`src/sas_pkg.sv`:
```
// Operation
// - start conversions by a mode register write or by a trigger pin edge
// - scan mode converts channels zero up to the chosen one, in order, repeatedly
// - select mode converts the one chosen channel again and again
// - each finished conversion lands in a result register and pulses conversion-end
// - conversion-end pulse is usable by the macro service transfer hardware
// - ten-bit approximation register decides MSB first; final value copied to result
// - the selected input is sampled once and held for the whole conversion
// - trigger pin edge detector gives external interrupt and converter trigger
// - mode bits 2:0 choose the channel within the active bank
// - mode bit 3 clear selects the low bank of eight channels
// - mode bit 3 set routes the high bank of eight channels
// - mode bits 6:5 give stop, scan, select one-buffer, select four-buffer
// - stop mode halts conversion, keeps results, no conversion-end interrupt, comparator unpowered
// - conversions repeat until software writes stop mode
// - with trigger enabled, every valid trigger edge restarts the sequence
// - with trigger disabled, the trigger pin has no effect on conversion
// - any mode register write aborts and restarts under the new settings
// - mode bit 4 clear gives 208 clocks, set gives 169 clocks
// - mode register resets to zero, byte and single-bit writable and readable
// - low-power state halts conversion but keeps comparator powered
package sas_pkg;

  // ==========================================================
  // register map
  localparam logic [15:0] MODE_ADDR  = 16'hff6e;
  localparam logic [15:0] RSLT_BASE  = 16'hff70;
  localparam logic [7:0]  MODE_RST   = 8'h00;

  // ==========================================================
  // mode register fields
  localparam int BIT_BANK   = 3;
  localparam int BIT_CTIME  = 4;
  localparam int BIT_OPLO   = 5;
  localparam int BIT_OPHI   = 6;
  localparam int BIT_TRIGEN = 7;

  localparam logic [1:0] MODE_STOP = 2'h0;
  localparam logic [1:0] MODE_SCAN = 2'h1;
  localparam logic [1:0] MODE_SEL1 = 2'h2;
  localparam logic [1:0] MODE_SEL4 = 2'h3;

  // ==========================================================
  // conversion timing, in clocks
  localparam logic [7:0] CONV_LEN_LONG  = 8'd208;
  localparam logic [7:0] CONV_LEN_SHORT = 8'd169;
  localparam logic [7:0] SAMP_LEN_LONG  = 8'd48;
  localparam logic [7:0] SAMP_LEN_SHORT = 8'd39;
  localparam logic [4:0] STEP_LEN_LONG  = 5'd16;
  localparam logic [4:0] STEP_LEN_SHORT = 5'd13;

  localparam logic [9:0] APPROX_MSB     = 10'h200;
  localparam logic [3:0] APPROX_TOP_BIT = 4'h9;

  typedef enum logic [2:0] {
    ST_IDLE = 3'b001,
    ST_WAIT = 3'b010,
    ST_CONV = 3'b100
  } sas_state_t;

endpackage : sas_pkg

```
`src/sas_result_mem.sv`:
```
`timescale 1ns/1ns
module sas_result_mem (
  input  wire logic       clk,
  input  wire logic       wrEn,
  input  wire logic [2:0] wrIdx,
  input  wire logic [9:0] wrData,
  input  wire logic [2:0] rdIdx,
  output logic      [9:0] rdData
);
  // contents are undefined after reset, so the array carries no reset
  logic [9:0] mem [0:7];

  always_ff @(posedge clk) begin
    if (wrEn) begin
      mem[wrIdx] <= wrData;
    end
    rdData <= mem[rdIdx];
  end
endmodule : sas_result_mem

```
`src/sas_sar_adc_sequencer.sv`:
```
`timescale 1ns/1ns
module sas_sar_adc_sequencer (
  input  wire logic        clk,
  input  wire logic        rst_n,
  input  wire logic [15:0] busAddr,
  input  wire logic [7:0]  busWrData,
  input  wire logic [7:0]  busWrMask,
  input  wire logic        busWr,
  input  wire logic        busRd,
  output logic      [15:0] busRdData,
  output logic             busRdValid,
  input  wire logic        extTriggerPin,
  input  wire logic [1:0]  extIrqEdgeSel,
  output logic             extIrq,
  input  wire logic        lowPowerReq,
  input  wire logic        compOut,
  output logic      [9:0]  approxCode,
  output logic      [3:0]  analogSel,
  output logic             sampleHold,
  output logic             compPwr,
  output logic             convEndIrq
);

  // ==========================================================
  // declarations
  sas_pkg::sas_state_t state_r;
  logic [7:0]  modeReg_r;
  logic [1:0]  trigSync_r;
  logic        trigPrev_r;
  logic [1:0]  compSync_r;
  logic [7:0]  cnt_r;
  logic [4:0]  stepCnt_r;
  logic [3:0]  bitIdx_r;
  logic [9:0]  approx_r;
  logic [2:0]  scanPos_r;
  logic [1:0]  bufIdx_r;
  logic [3:0]  analogSel_r;
  logic        sampleHold_r;
  logic        compPwr_r;
  logic        convEndIrq_r;
  logic        extIrq_r;
  logic        rdPend_r;
  logic        rdMode_r;
  logic        rdRslt_r;
  logic        rdHi_r;
  logic [7:0]  rdModeVal_r;
  logic [15:0] busRdData_r;
  logic        busRdValid_r;
  logic [9:0]  memRdData;

  logic        modeWr;
  logic [7:0]  modeNew;
  logic [7:0]  cfg;
  logic [1:0]  opMode;
  logic [1:0]  cfgMode;
  logic        trigEdge;
  logic        restart;
  logic        running;
  logic        done;
  logic [7:0]  lastCnt;
  logic [7:0]  sampLen;
  logic [4:0]  stepLen;
  logic [2:0]  scanNext;
  logic [2:0]  rsltIdx;
  logic [9:0]  rsltData;
  logic [8:0]  cntAhead;

  // ==========================================================
  // input synchronisers and trigger edge detector
  always_ff @(posedge clk or negedge rst_n) begin
    if (!rst_n) begin
      trigSync_r <= 2'h0;
      trigPrev_r <= 1'b0;
      compSync_r <= 2'h0;
    end else begin
      trigSync_r <= {trigSync_r[0], extTriggerPin};
      trigPrev_r <= trigSync_r[1];
      compSync_r <= {compSync_r[0], compOut};
    end
  end

  // edge select: bit 0 rising, bit 1 falling, both set for either edge
  assign trigEdge = (extIrqEdgeSel[0] & trigSync_r[1] & ~trigPrev_r)
                  | (extIrqEdgeSel[1] & ~trigSync_r[1] & trigPrev_r);

  always_ff @(posedge clk or negedge rst_n) begin
    if (!rst_n) begin
      extIrq_r <= 1'b0;
    end else begin
      extIrq_r <= trigEdge;
    end
  end

  // ==========================================================
  // mode register
  assign modeWr  = busWr && (busAddr == sas_pkg::MODE_ADDR);
  assign modeNew = (modeReg_r & ~busWrMask) | (busWrData & busWrMask);
  assign cfg     = modeWr ? modeNew : modeReg_r;
  assign opMode  = modeReg_r[sas_pkg::BIT_OPHI:sas_pkg::BIT_OPLO];
  assign cfgMode = cfg[sas_pkg::BIT_OPHI:sas_pkg::BIT_OPLO];

  always_ff @(posedge clk or negedge rst_n) begin
    if (!rst_n) begin
      modeReg_r <= sas_pkg::MODE_RST;
    end else if (modeWr) begin
      modeReg_r <= modeNew;
    end
  end

  // a trigger only counts when enabled and a mode is active
  assign restart = modeWr
                 | (modeReg_r[sas_pkg::BIT_TRIGEN] && (opMode != sas_pkg::MODE_STOP)
                    && trigEdge);

  // ==========================================================
  // timing selection
  assign lastCnt = modeReg_r[sas_pkg::BIT_CTIME] ? (sas_pkg::CONV_LEN_SHORT - 8'd1)
                                                 : (sas_pkg::CONV_LEN_LONG - 8'd1);
  assign sampLen = modeReg_r[sas_pkg::BIT_CTIME] ? sas_pkg::SAMP_LEN_SHORT
                                                 : sas_pkg::SAMP_LEN_LONG;
  assign stepLen = modeReg_r[sas_pkg::BIT_CTIME] ? sas_pkg::STEP_LEN_SHORT
                                                 : sas_pkg::STEP_LEN_LONG;

  // low power freezes the sequencer in place rather than abandoning it
  assign running = (state_r == sas_pkg::ST_CONV) && !lowPowerReq;
  assign done    = running && !restart && (cnt_r == lastCnt);

  // ==========================================================
  // sequencer state
  always_ff @(posedge clk or negedge rst_n) begin
    if (!rst_n) begin
      state_r <= sas_pkg::ST_IDLE;
    end else if (restart) begin
      if (cfgMode == sas_pkg::MODE_STOP) begin
        state_r <= sas_pkg::ST_IDLE;
      end else if (modeWr && cfg[sas_pkg::BIT_TRIGEN]) begin
        state_r <= sas_pkg::ST_WAIT;
      end else begin
        state_r <= sas_pkg::ST_CONV;
      end
    end else begin
      case (state_r)
        sas_pkg::ST_IDLE: state_r <= sas_pkg::ST_IDLE;
        sas_pkg::ST_WAIT: state_r <= sas_pkg::ST_WAIT;
        sas_pkg::ST_CONV: state_r <= sas_pkg::ST_CONV;
        default:          state_r <= sas_pkg::ST_IDLE;
      endcase
    end
  end

  // ==========================================================
  // approximation datapath
  always_ff @(posedge clk or negedge rst_n) begin
    if (!rst_n) begin
      cnt_r     <= 8'h00;
      stepCnt_r <= 5'h00;
      bitIdx_r  <= sas_pkg::APPROX_TOP_BIT;
      approx_r  <= 10'h000;
    end else if (restart || done) begin
      cnt_r     <= 8'h00;
      stepCnt_r <= 5'h00;
      bitIdx_r  <= sas_pkg::APPROX_TOP_BIT;
      approx_r  <= sas_pkg::APPROX_MSB;
    end else if (running) begin
      cnt_r <= cnt_r + 8'd1;
      if (cnt_r >= sampLen) begin
        if (stepCnt_r == stepLen - 5'd1) begin
          stepCnt_r       <= 5'h00;
          approx_r[bitIdx_r] <= compSync_r[1];
          if (bitIdx_r != 4'h0) begin
            approx_r[bitIdx_r - 4'd1] <= 1'b1;
            bitIdx_r               <= bitIdx_r - 4'd1;
          end
        end else begin
          stepCnt_r <= stepCnt_r + 5'd1;
        end
      end
    end
  end

  // bit 0 is decided on the final clock and goes straight to the result
  assign rsltData = {approx_r[9:1], compSync_r[1]};

  // ==========================================================
  // channel sequencing and result placement
  assign scanNext = (scanPos_r == modeReg_r[2:0]) ? 3'h0 : scanPos_r + 3'd1;

  always_comb begin
    case (opMode)
      sas_pkg::MODE_SCAN: rsltIdx = scanPos_r;
      sas_pkg::MODE_SEL1: rsltIdx = modeReg_r[2:0];
      sas_pkg::MODE_SEL4: rsltIdx = {1'b0, bufIdx_r};
      default:            rsltIdx = 3'h0;
    endcase
  end

  always_ff @(posedge clk or negedge rst_n) begin
    if (!rst_n) begin
      scanPos_r   <= 3'h0;
      bufIdx_r    <= 2'h0;
      analogSel_r <= 4'h0;
    end else if (restart) begin
      scanPos_r   <= 3'h0;
      bufIdx_r    <= 2'h0;
      analogSel_r <= {cfg[sas_pkg::BIT_BANK],
                      (cfgMode == sas_pkg::MODE_SCAN) ? 3'h0 : cfg[2:0]};
    end else if (done) begin
      scanPos_r   <= scanNext;
      bufIdx_r    <= bufIdx_r + 2'd1;
      analogSel_r <= {modeReg_r[sas_pkg::BIT_BANK],
                      (opMode == sas_pkg::MODE_SCAN) ? scanNext : modeReg_r[2:0]};
    end
  end

  sas_result_mem u_mem (
    .clk    (clk),
    .wrEn   (done),
    .wrIdx  (rsltIdx),
    .wrData (rsltData),
    .rdIdx  (busAddr[3:1]),
    .rdData (memRdData)
  );

  // ==========================================================
  // analog control outputs and completion pulse
  assign cntAhead = lowPowerReq ? {1'b0, cnt_r} : ({1'b0, cnt_r} + 9'd1);

  always_ff @(posedge clk or negedge rst_n) begin
    if (!rst_n) begin
      sampleHold_r <= 1'b0;
      compPwr_r    <= 1'b0;
      convEndIrq_r <= 1'b0;
    end else begin
      if (restart) begin
        sampleHold_r <= (cfgMode != sas_pkg::MODE_STOP) && !(modeWr && cfg[sas_pkg::BIT_TRIGEN]);
      end else if (done) begin
        sampleHold_r <= 1'b1;
      end else begin
        sampleHold_r <= (state_r == sas_pkg::ST_CONV) && (cntAhead < {1'b0, sampLen});
      end
      compPwr_r    <= (cfgMode != sas_pkg::MODE_STOP);
      convEndIrq_r <= done;
    end
  end

  // ==========================================================
  // register read path, two cycles from request to data
  always_ff @(posedge clk or negedge rst_n) begin
    if (!rst_n) begin
      rdPend_r     <= 1'b0;
      rdMode_r     <= 1'b0;
      rdRslt_r     <= 1'b0;
      rdHi_r       <= 1'b0;
      rdModeVal_r  <= 8'h00;
      busRdData_r  <= 16'h0000;
      busRdValid_r <= 1'b0;
    end else begin
      rdPend_r   <= busRd;
      rdMode_r    <= busRd && (busAddr == sas_pkg::MODE_ADDR);
      rdRslt_r    <= busRd && (busAddr[15:4] == sas_pkg::RSLT_BASE[15:4]);
      rdHi_r      <= busAddr[0];
      rdModeVal_r <= modeReg_r;
      busRdValid_r <= rdPend_r;
      if (rdMode_r) begin
        busRdData_r <= {8'h00, rdModeVal_r};
      end else if (rdRslt_r && rdHi_r) begin
        busRdData_r <= {8'h00, memRdData[9:2]};
      end else if (rdRslt_r) begin
        busRdData_r <= {6'h00, memRdData};
      end else begin
        busRdData_r <= 16'h0000;
      end
    end
  end

  assign busRdData  = busRdData_r;
  assign busRdValid = busRdValid_r;
  assign extIrq     = extIrq_r;
  assign approxCode = approx_r;
  assign analogSel  = analogSel_r;
  assign sampleHold = sampleHold_r;
  assign compPwr    = compPwr_r;
  assign convEndIrq = convEndIrq_r;
endmodule : sas_sar_adc_sequencer

```
`config.mk`:
```
export PLATFORM = sky130hd
export DESIGN_NAME = sas_sar_adc_sequencer
export DESIGN_NICKNAME = d
export VERILOG_FILES = /design/src/sas_pkg.sv /design/src/sas_result_mem.sv /design/src/sas_sar_adc_sequencer.sv
export SDC_FILE = /design/constraint.sdc
export NUM_CORES = 1
export LEC_CHECK = 0
export BUFFER_PORTS_ARGS = -buffer_cell sky130_fd_sc_hd__buf_2
export CORE_MARGIN = 3
export CORE_UTILIZATION = 50
export CTS_BUF_LIST = sky130_fd_sc_hd__clkbuf_4 sky130_fd_sc_hd__clkbuf_8
export DETAILED_ROUTE_END_ITERATION = 8
export GPL_TIMING_DRIVEN = 0
export PLACE_DENSITY_LB_ADDON = 0.2
export SYNTH_ARGS = -nofsm -noshare
export SYNTH_HDL_FRONTEND = slang
export SYNTH_SLANG_ARGS = --single-unit
```
`constraint.sdc`:
```
create_clock -name clk -period 2.91 [get_ports clk]
set_input_delay 0.582 -clock clk [delete_from_list [all_inputs] [get_ports clk]]
set_output_delay 0.582 -clock clk [all_outputs]
set_load 0.03 [all_outputs]
```
==> reports/results.txt, run 1 <==
Row count: 44
Pin count of the biggest net entering global routing: 68
ANT cells: 0
PwrDens: 509 mW/mm^2
1st-iter DRT viols: 269
Final worst slack: 0.164 ns
DR pass1 iterations: 4
Synth Register Bits: 169
Post-synth EDFFs: 80
Max_cap viols: 0
Fin util: 59.6%
First-pass GRT wire length: 25000 um
Clk network pwr share: 40.7%
Leak pwr: 3.69 nW
Total track usage: 19.5%
CP top delay family: simple AND/OR/NAND/NOR gates
Placer's final routability congestion estimate: 0.904
Die width: 128 um
Cell Area, Synth: 0.00747 sq mm
Final Hold Fails: 0
IO Pins: 76
DRC viols: 0
Synth Flop Type: edfxtp_1
Asr flop ratio synth: 46.7%
CTS tree: built
Largest family of logic cells by synthesized area: simple AND/OR/NAND/NOR gates
Area delta synth->final: 16.3%
HPWL after detailed placement: 10800 um
Cell taking the most area after synthesis: edfxtp_1
Die Y-Extent: 128 um
Post-synthesis adder-cell area fraction: 2.34%
Max FO, Critical Path: 11
Worst-Margin Slew: 0.938 ns
Sw frac: 20.8%
Register area share after synthesis: 61.3%
WL per Instance: 17.8 um
Clk buf depth: 2
Reg clk slew, reported paths: 0.08 ns
Critical Path End Type: flop
Vias in the first global route: 4874
Multi-input logic area: 0.00278 sq mm
Status: finished, final reports clean
Arrival @ worst endpoint: 2.91 ns
VDD IR max: 283 uV
Min cycle time layout: 2.75 ns
Initial antenna violation count: 0
Layout Skew: 0.0104 ns
Htree depth: 4
CTS root buf: clkbuf_8
Via Count: 4858
Num CTS Buffers: 17
DP Worst Slack: -0.634 ns
Synth top area share: 32.1%
Die area: 0.0165 sq mm
Post-Route WL: 15500 um
TritonCTS Sinks: 169
Final-report setup violation count: 0
Starting Density: 51.2%
Hold Path Stages: 1
Clock latency on the worst-skew pair: 0.44 ns
WP depth: 8
Synth Instances: 575
Logic pwr share: 2.9%
Slew HR: 37.4%
CP cell instances: inv_1 > ha_1 > nand4bb_1 > nor3_2 > nand3_1 > or3_4 > nor3_4 > buf_12
Synth area leaders: edfxtp_1, dfrtp_1, mux4_2
YS warnings: 0
P_int: 3.50 mW
Placed cell area: 0.00812 sq mm
CP Class: reg2reg
FILL cells: 1176
Mean number of vias per cell: 5.58
Critical Path RT: 3.07 ns
Non-Filler Cell Area, Final: 0.00870 sq mm
Psw: 922 uW
Slowest Stage Delay on Critical Path: 0.53 ns
Synth Area in Compound Gates: 9.68%
Buf+Inv Stages, Crit Path: 2
Port Buf Inserts: 68
Max frequency: 364 MHz
Yosys cell types: 62
Mux contribution to synthesized area: 10.3%
Seq pwr share: 56.4%
Post-route antenna net violation count: 0
GRT overflow: 0
Layout cells sized above 1: 25.1%
CP max-delay cell: dfrtp_2
Synth Area in Simple Gates: 12.0%
Most frequent cells after synthesis: edfxtp_1, dfrtp_1, nand2_1
Core area: 0.0146 sq mm
Slew Limit Fails: 0
Layout Nets: 728
Final worst path period share: 94.4%
RSZ-0062 raised after global routing: false
R2R depth: 8
Top-count cell post-synth: edfxtp_1
XOR/XNOR share of the synthesized area: 1.64%
Syn Area/Cell: 13.0 sq um
Type of the tightest min-delay check: in2reg
Seq. cell area: 0.00458 sq mm
Worst setup SP type: flop
-- registers in the layout, summed over array words and instances (netlist names), 5 cells and up, named ones only --
name,count
busRdData,10
u_mem.rdData,10
approxCode,10
cnt_r,8
u_mem.mem,80
stepCnt_r,5
rdModeVal_r,8
modeReg_r,7
-- layout by cell type (no fill, tap or decap), types with 4 or more instances in the layout --
master / n
nor2_1: 31
nand3b_1: 6
o21ai_0: 18
nand3_1: 16
nor3_1: 17
a21o_1: 4
and3_1: 6
a211oi_1: 12
nor2b_1: 7
nor2_4: 6
xnor2_1: 7
mux2_2: 13
o21ai_1: 11
a21oi_1: 30
mux2_1: 4
inv_1: 11
buf_4: 7
inv_6: 5
ha_1: 14
clkbuf_8: 21
mux4_2: 20
dfxtp_1: 10
conb_1: 6
buf_2: 68
clkbuf_1: 18
edfxtp_1: 80
nand2_1: 47
dfrtp_1: 75
nand2b_1: 8
mux2i_1: 13
xor2_1: 7
a31oi_1: 4
nand4_1: 4
a31o_1: 4
-- final timing paths --
path | startpoint | endpoint | slack, ns
worst max-delay path | flop | u_mem.mem[4][3] | 0.16
worst min-delay path | compOut | compSync_r[0] | 0.24
worst max register to register | flop | u_mem.mem[4][3] | 0.16
worst min register to register | trigSync_r[0] | trigSync_r[1] | 0.36
max in group asynchronous | rst_n | bitIdx_r[3] | 1.78
min in group asynchronous | rst_n | busRdData[3] | 0.51
-- logic make-up after synthesis --
group	Yosys count
muxes	50
and+or+nand+nor	174
buffers and inverters	43
adders and majority gates	14
other	1
DFF	169
xor gates and xnor gates	14
AOI/OAI and AO/OA	110
-- metrics by stage --
stage,power (mW),instances,hold WS [ns],TNS (ns)
after floorplan,2.61,580,0.286,0
after global placement,2.67,832,0.331,-39.77
after detailed placement,2.68,834,0.336,-35.43
after CTS,4.48,870,0.198,0
after global routing,4.58,870,0.203,0
final,4.42,870,0.240,0
-- power groups by stage --
stage | Sequential (mW) | Clock [mW] | Combinational, mW
after CTS | 2.49 | 1.85 | 0.133
after floorplan | 2.55 | 0 | 0.0595
final | 2.49 | 1.80 | 0.129
after detailed placement | 2.55 | 0 | 0.132
after global routing | 2.50 | 1.94 | 0.143
after global placement | 2.55 | 0 | 0.124
-- metal layers --
layer	up-vias	global-route usage, %	share of wire (%)
li1	2339	-	-
met1	2418	26.1	44
met2	83	31.9	51
met3	18	4.17	3.9
met4	0	6.30	1.4
met5	-	0	0
-- layout make-up --
class,count,share of cell area [%]
flip-flops and latches,169,52.7
well taps,184,2.65
clock inverters,11,1.80
plain buffers,29,1.70
clock buffers,21,3.32
inverters,14,0.604
repair buffers,74,5.19
multi-input cells,368,32.0
-- what timing repair did --
action | CTS | global route
endpoints found under the hold margin | 12 | 0
hold buffers | 1 | 0
setup endpoints to repair | 70 | 70
cloned | 0 | 0
gates resized for setup | 15 | 2
pin swaps | 2 | 3
setup buffers | 3 | 0
Power figures use the tool's default switching activity.
==> inputs of run 2 (changes only) <==
--- a/config.mk
+++ b/config.mk
@@ -8,7 +8,6 @@
 export BUFFER_PORTS_ARGS = -buffer_cell sky130_fd_sc_hd__buf_2
 export CORE_MARGIN = 3
 export CORE_UTILIZATION = 50
-export CTS_BUF_LIST = sky130_fd_sc_hd__clkbuf_4 sky130_fd_sc_hd__clkbuf_8
 export DETAILED_ROUTE_END_ITERATION = 8
 export GPL_TIMING_DRIVEN = 0
 export PLACE_DENSITY_LB_ADDON = 0.2
==> reports/results.txt, run 2 (synthesis results as in run 1) <==
Status: finished, final reports clean (unchanged)
Via Count: 4934 (was 4858)
First-pass GRT wire length: 25500 um (was 25000 um)
FILL cells: 1140 (was 1176)
Finished Layout Cells: 875 (was 870)
Type of the tightest min-delay check: in2reg (unchanged)
Total track usage: 20.1% (was 19.5%)
Layout Nets: 733 (was 728)
Seq. cell area: 0.00458 sq mm (unchanged)
DR pass1 iterations: 5 (was 4)
Clock latency on the worst-skew pair: 0.43 ns (was 0.44 ns)
Min cycle time layout: 2.69 ns (was 2.75 ns)
IO Pins: 76 (unchanged)
Clk buf depth: 2 (unchanged)
TritonCTS Sinks: 169 (unchanged)
Met3 capacity usage during global routing: 4.50% (was 4.17%)
GRT overflow: 0 (unchanged)
Critical Path End Type: flop (unchanged)
Pin count of the biggest net entering global routing: 68 (unchanged)
Row count: 44 (unchanged)
Multi-input logic area: 0.00278 sq mm (unchanged)
Dpl cells: 834 (unchanged)
Fin util: 61.3% (was 59.6%)
Initial antenna violation count: 0 (unchanged)
Worst-Margin Slew: 0.992 ns (was 0.938 ns)
Vias in the first global route: 4973 (was 4874)
Final-report setup violation count: 0 (unchanged)
Layout Skew: 0.0101 ns (was 0.0104 ns)
Reg with most FFs: u_mem.mem (unchanged)
Area delta synth->final: 19.6% (was 16.3%)
CP Class: reg2reg (unchanged)
WL per Instance: 18.5 um (was 17.8 um)
Max_cap viols: 0 (unchanged)
Post-route antenna net violation count: 0 (unchanged)
Die Y-Extent: 128 um (unchanged)
Global Route met2 Usage: 32.7% (was 31.9%)
Slew HR: 33.9% (was 37.4%)
Placer's final routability congestion estimate: 0.904 (unchanged)
Grt met1 use: 26.5% (was 26.1%)
Die width: 128 um (unchanged)
Die area: 0.0165 sq mm (unchanged)
CTS root buf: clkbuf_16 (was clkbuf_8)
CTS tree: built (unchanged)
Final Hold Fails: 0 (unchanged)
Post-Route WL: 16200 um (was 15500 um)
RSZ-0062 raised after global routing: false (unchanged)
1st-iter DRT viols: 289 (was 269)
DRC viols: 0 (unchanged)
Core area: 0.0146 sq mm (unchanged)
Worst setup SP type: flop (unchanged)
Starting Density: 51.2% (unchanged)
Final worst path period share: 92.4% (was 94.4%)
Max FO, Critical Path: 10 (was 11)
Most frequent cells in the layout: edfxtp_1, dfrtp_1, buf_2, nand2_1, nor2_1 (unchanged)
Mean number of vias per cell: 5.64 (was 5.58)
Max reg flops: 80 (unchanged)
Max frequency: 372 MHz (was 364 MHz)
VDD IR max: 420 uV (was 283 uV)
Most common cell after layout, fill and taps aside: edfxtp_1 (unchanged)
HPWL after detailed placement: 10800 um (unchanged)
Leak pwr: 3.81 nW (was 3.69 nW)
Setup TNS: 0 ns (unchanged)
Critical Path RT: 3.05 ns (was 3.07 ns)
Slew Limit Fails: 0 (unchanged)
Reg clk slew, reported paths: 0.06 ns (was 0.08 ns)
Arrival @ worst endpoint: 2.83 ns (was 2.91 ns)
Port Buf Inserts: 68 (unchanged)
Busiest layer in global routing: met2 (unchanged)
Total power: 4.95 mW (was 4.42 mW)
Num CTS Buffers: 17 (unchanged)
Layout cells sized above 1: 25.6% (was 25.1%)
PwrDens: 554 mW/mm^2 (was 509 mW/mm^2)
ANT cells: 0 (unchanged)
Htree depth: 4 (unchanged)
## run 2: cell type report
cell class              instances  area share (%)
flip-flops and latches        169            51.3
clock inverters                 9            1.08
repair buffers                 79            5.75
clock buffers                  23            5.93
well taps                     184            2.58
inverters                      14           0.588
multi-input cells             368            31.1
plain buffers                  29            1.65
## run 2: timing repair
action                                 CTS  global route
setup endpoints to repair               70            80
endpoints found under the hold margin   12             0
buffers inserted                         3             5
hold buffers                             1             0
pin swaps                                4             3
resized for setup                       15             2
gates cloned                             0             0
## run 2: worst paths after layout
kind                       depth (start not counted)         endpoint           from  slack, ns
setup / recovery                                   8  u_mem.mem[4][7]           flop       0.22
hold / removal                                     1    compSync_r[0]        compOut       0.26
setup reg to reg                                   8  u_mem.mem[4][7]           flop       0.22
hold reg to reg                                    0    trigSync_r[1]  trigSync_r[0]       0.35
max in group asynchronous                          3      bitIdx_r[3]          rst_n       1.76
min in group asynchronous                          2     busRdData[3]          rst_n       0.54
## run 2: through the flow
stage / cell area [sq um] / setup WS [ns] / hold slack [ns]
floorplan: 7500 / 0.102 / 0.286
global placement: 8070 / -0.938 / 0.331
detailed placement: 8120 / -0.634 / 0.336
CTS: 8870 / 0.0889 / 0.236
global route: 8940 / 0.0563 / 0.243
finish: 8940 / 0.223 / 0.261
## run 2: worst max-delay path, stage by stage, from the launching register on
cell	delay, ns
dfrtp_2	0.47
inv_1	0.13
ha_1	0.32
nand4bb_1	0.20
nor3_2	0.17
nand3_1	0.21
or3_4	0.51
nor3_4	0.22
buf_12	0.17
## run 2: report_power, final
part,total [mW],switching [mW],internal (mW),leakage (nW)
combinational,0.132,0.0772,0.0545,1.45
sequential,2.50,0.00557,2.49,2.05
clock,2.32,0.934,1.39,0.308
## run 2: routing by layer
metal | routed length, um | up-vias
met5 | 0 | -
met4 | 237 | 0
met3 | 694 | 20
met2 | 8410 | 110
met1 | 6860 | 2458
li1 | - | 2346
==> inputs of run 3 (changes only) <==
--- a/config.mk
+++ b/config.mk
@@ -6,8 +6,10 @@
 export NUM_CORES = 1
 export LEC_CHECK = 0
 export BUFFER_PORTS_ARGS = -buffer_cell sky130_fd_sc_hd__buf_2
+export CELL_PAD_IN_SITES_DETAIL_PLACEMENT = 2
+export CELL_PAD_IN_SITES_GLOBAL_PLACEMENT = 2
 export CORE_MARGIN = 3
-export CORE_UTILIZATION = 50
+export CORE_UTILIZATION = 37
 export DETAILED_ROUTE_END_ITERATION = 8
 export GPL_TIMING_DRIVEN = 0
 export PLACE_DENSITY_LB_ADDON = 0.2
==> reports/results.txt, run 3 (synthesis results as in run 1) <==
GRT overflow: 0 (unchanged)
Clock latency on the worst-skew pair: 0.43 ns (about the same)
VDD IR max: 328 uV (was 420 uV)
DRC viols: 0 (unchanged)
Critical Path RT: 3.05 ns (about the same)
Final Hold Fails: 0 (unchanged)
Htree depth: 4 (unchanged)
Worst-Margin Slew: 0.969 ns (was 0.992 ns)
ANT cells: 0 (unchanged)
Total power: 4.84 mW (was 4.95 mW)
Layout Nets: 739 (was 733)
Die width: 148 um (was 128 um)
Min cycle time layout: 2.73 ns (was 2.69 ns)
Seq. cell area: 0.00458 sq mm (unchanged)
Status: finished, final reports clean (unchanged)
Multi-input logic area: 0.00279 sq mm (was 0.00278 sq mm)
Reg clk slew, reported paths: 0.07 ns (was 0.06 ns)
First-pass GRT wire length: 35400 um (was 25500 um)
TritonCTS Sinks: 169 (unchanged)
CP max-delay cell: or3_4 (unchanged)
Final worst path period share: 93.8% (was 92.4%)
RSZ-0062 raised after global routing: false (unchanged)
Initial antenna violation count: 0 (unchanged)
Via Count: 5226 (was 4934)
Starting Density: 38.0% (was 51.2%)
Max FO, Critical Path: 6 (was 10)
CP cell instances: inv_1 > ha_1 > nand4bb_1 > nor3_2 > nand3_1 > or3_4 > nor3_4 > buf_4 (was inv_1 > ha_1 > nand4bb_1 > nor3_2 > nand3_1 > or3_4 > nor3_4 > buf_12)
Clk buf depth: 2 (unchanged)
Buf+Inv Stages, Crit Path: 2 (unchanged)
WL per Instance: 23.4 um (was 18.5 um)
Type of the tightest min-delay check: in2reg (unchanged)
Critical Path End Type: flop (unchanged)
Mean number of vias per cell: 5.43 (was 5.64)
Max_cap viols: 0 (unchanged)
PwrDens: 535 mW/mm^2 (was 554 mW/mm^2)
Final-report setup violation count: 0 (unchanged)
Die Y-Extent: 148 um (was 128 um)
Port Buf Inserts: 68 (unchanged)
Pin count of the biggest net entering global routing: 70 (was 68)
Core area: 0.0197 sq mm (was 0.0146 sq mm)
Hold Slack: 0.255 ns (was 0.261 ns)
Sw frac: 22.3% (was 20.5%)
CTS tree: built (unchanged)
P_int: 3.76 mW (was 3.94 mW)
Placer's final routability congestion estimate: 0.855 (was 0.904)
Layout Skew: 0.0108 ns (was 0.0101 ns)
Dpl cells: 915 (was 834)
Layout cells sized above 1: 25.8% (was 25.6%)
Worst setup SP type: flop (unchanged)
HPWL after detailed placement: 14800 um (was 10800 um)
Logic pwr share: 2.8% (was 2.7%)
Post-route antenna net violation count: 0 (unchanged)
DR pass1 iterations: 4 (was 5)
Total track usage: 21.3% (was 20.1%)
1st-iter DRT viols: 253 (was 289)
Finished Layout Cells: 962 (was 875)
Most common cell after layout, fill and taps aside: edfxtp_1 (unchanged)
Post-Route WL: 22500 um (was 16200 um)
Area delta synth->final: 20.9% (was 19.6%)
Reg with most FFs: u_mem.mem (unchanged)
Leak pwr: 3.80 nW (was 3.81 nW)
Arrival @ worst endpoint: 2.87 ns (was 2.83 ns)
Num CTS Buffers: 17 (unchanged)
CP top delay family: simple AND/OR/NAND/NOR gates (unchanged)
IO Pins: 76 (unchanged)
Seq pwr share: 51.7% (was 50.4%)
Slowest Stage Delay on Critical Path: 0.53 ns (was 0.51 ns)
Row count: 51 (was 44)
CP Class: reg2reg (unchanged)
Slew HR: 35.4% (was 33.9%)
CTS root buf: clkbuf_16 (unchanged)
Max reg flops: 80 (unchanged)
Max frequency: 367 MHz (was 372 MHz)
Psw: 1.08 mW (was 1.02 mW)
Vias in the first global route: 5957 (was 4973)
Die area: 0.0219 sq mm (was 0.0165 sq mm)
FILL cells: 1999 (was 1140)
Fin util: 46.0% (was 61.3%)
Clk network pwr share: 45.5% (was 46.9%)
Slew Limit Fails: 0 (unchanged)
Most frequent cells in the layout: edfxtp_1, dfrtp_1, buf_2, nand2_1, nor2_1 (unchanged)
[run 3: cell count changes in the layout (fill, tap and decap cells not counted), moves of 2 or more]
cell and change:
buf_4 +5, clkbuf_8 -3, clkbuf_1 +2, clkbuf_16 -2, clkinvlp_4 +2
[run 3: layout make-up]
| type | count | area share [%] |
|---|---|---|
| sequential | 169 | 50.7 |
| multi-input combinational | 368 | 30.9 |
| timing repair buffer | 85 | 6.33 |
| clock buffer | 20 | 4.94 |
| tap | 265 | 3.67 |
| buffer | 29 | 1.63 |
| clock inverter | 12 | 1.26 |
| inverter | 14 | 0.581 |
[run 3: routing by layer]
metal  global-route usage [%]  share of wire (%)  vias to the layer above
met2                     38.2                 53                       94
met4                     5.73                1.7                        0
met3                     4.27                3.3                       20
li1                         -                  -                     2359
met1                     26.3                 42                     2753
met5                        0                  0                        -
[run 3: final timing paths]
kind | startpoint | to | slack (ns) | cells past startpoint
setup / recovery | flop | u_mem.mem[4][0] | 0.18 | 8
setup reg to reg | flop | u_mem.mem[4][0] | 0.18 | 8
hold / removal | extTriggerPin | trigSync_r[0] | 0.26 | 1
hold reg to reg | compSync_r[0] | compSync_r[1] | 0.35 | 0
min in group asynchronous | rst_n | busRdData[9] | 0.56 | 2
max in group asynchronous | rst_n | state_r[0] | 1.68 | 3
[run 3: power groups by stage]
stage               clock [mW]  combinational (mW)  sequential (mW)
global route              2.33               0.150             2.50
global placement             0               0.128             2.55
CTS                       2.23               0.139             2.50
finish                    2.20               0.137             2.50
detailed placement           0               0.137             2.55
floorplan                    0              0.0595             2.55
[run 3: timing repair]
| item | CTS | global route |
|---|---|---|
| gates resized for setup | 16 | 2 |
| pin swaps | 8 | 0 |
| endpoints found under the setup margin | 104 | 55 |
| hold buffers | 1 | 0 |
| setup buffers | 14 | 0 |
| endpoints found under the hold margin | 1 | 0 |
[run 3: per-stage QoR]
step | TNS, ns | worst slack [ns] | area, sq um
after floorplan | 0 | 0.102 | 7500
after global placement | -55.28 | -1.11 | 8170
after detailed placement | -66.58 | -0.971 | 8220
after CTS | 0 | 0.0895 | 9030
after global routing | 0 | 0.0452 | 9040
final | 0 | 0.182 | 9040
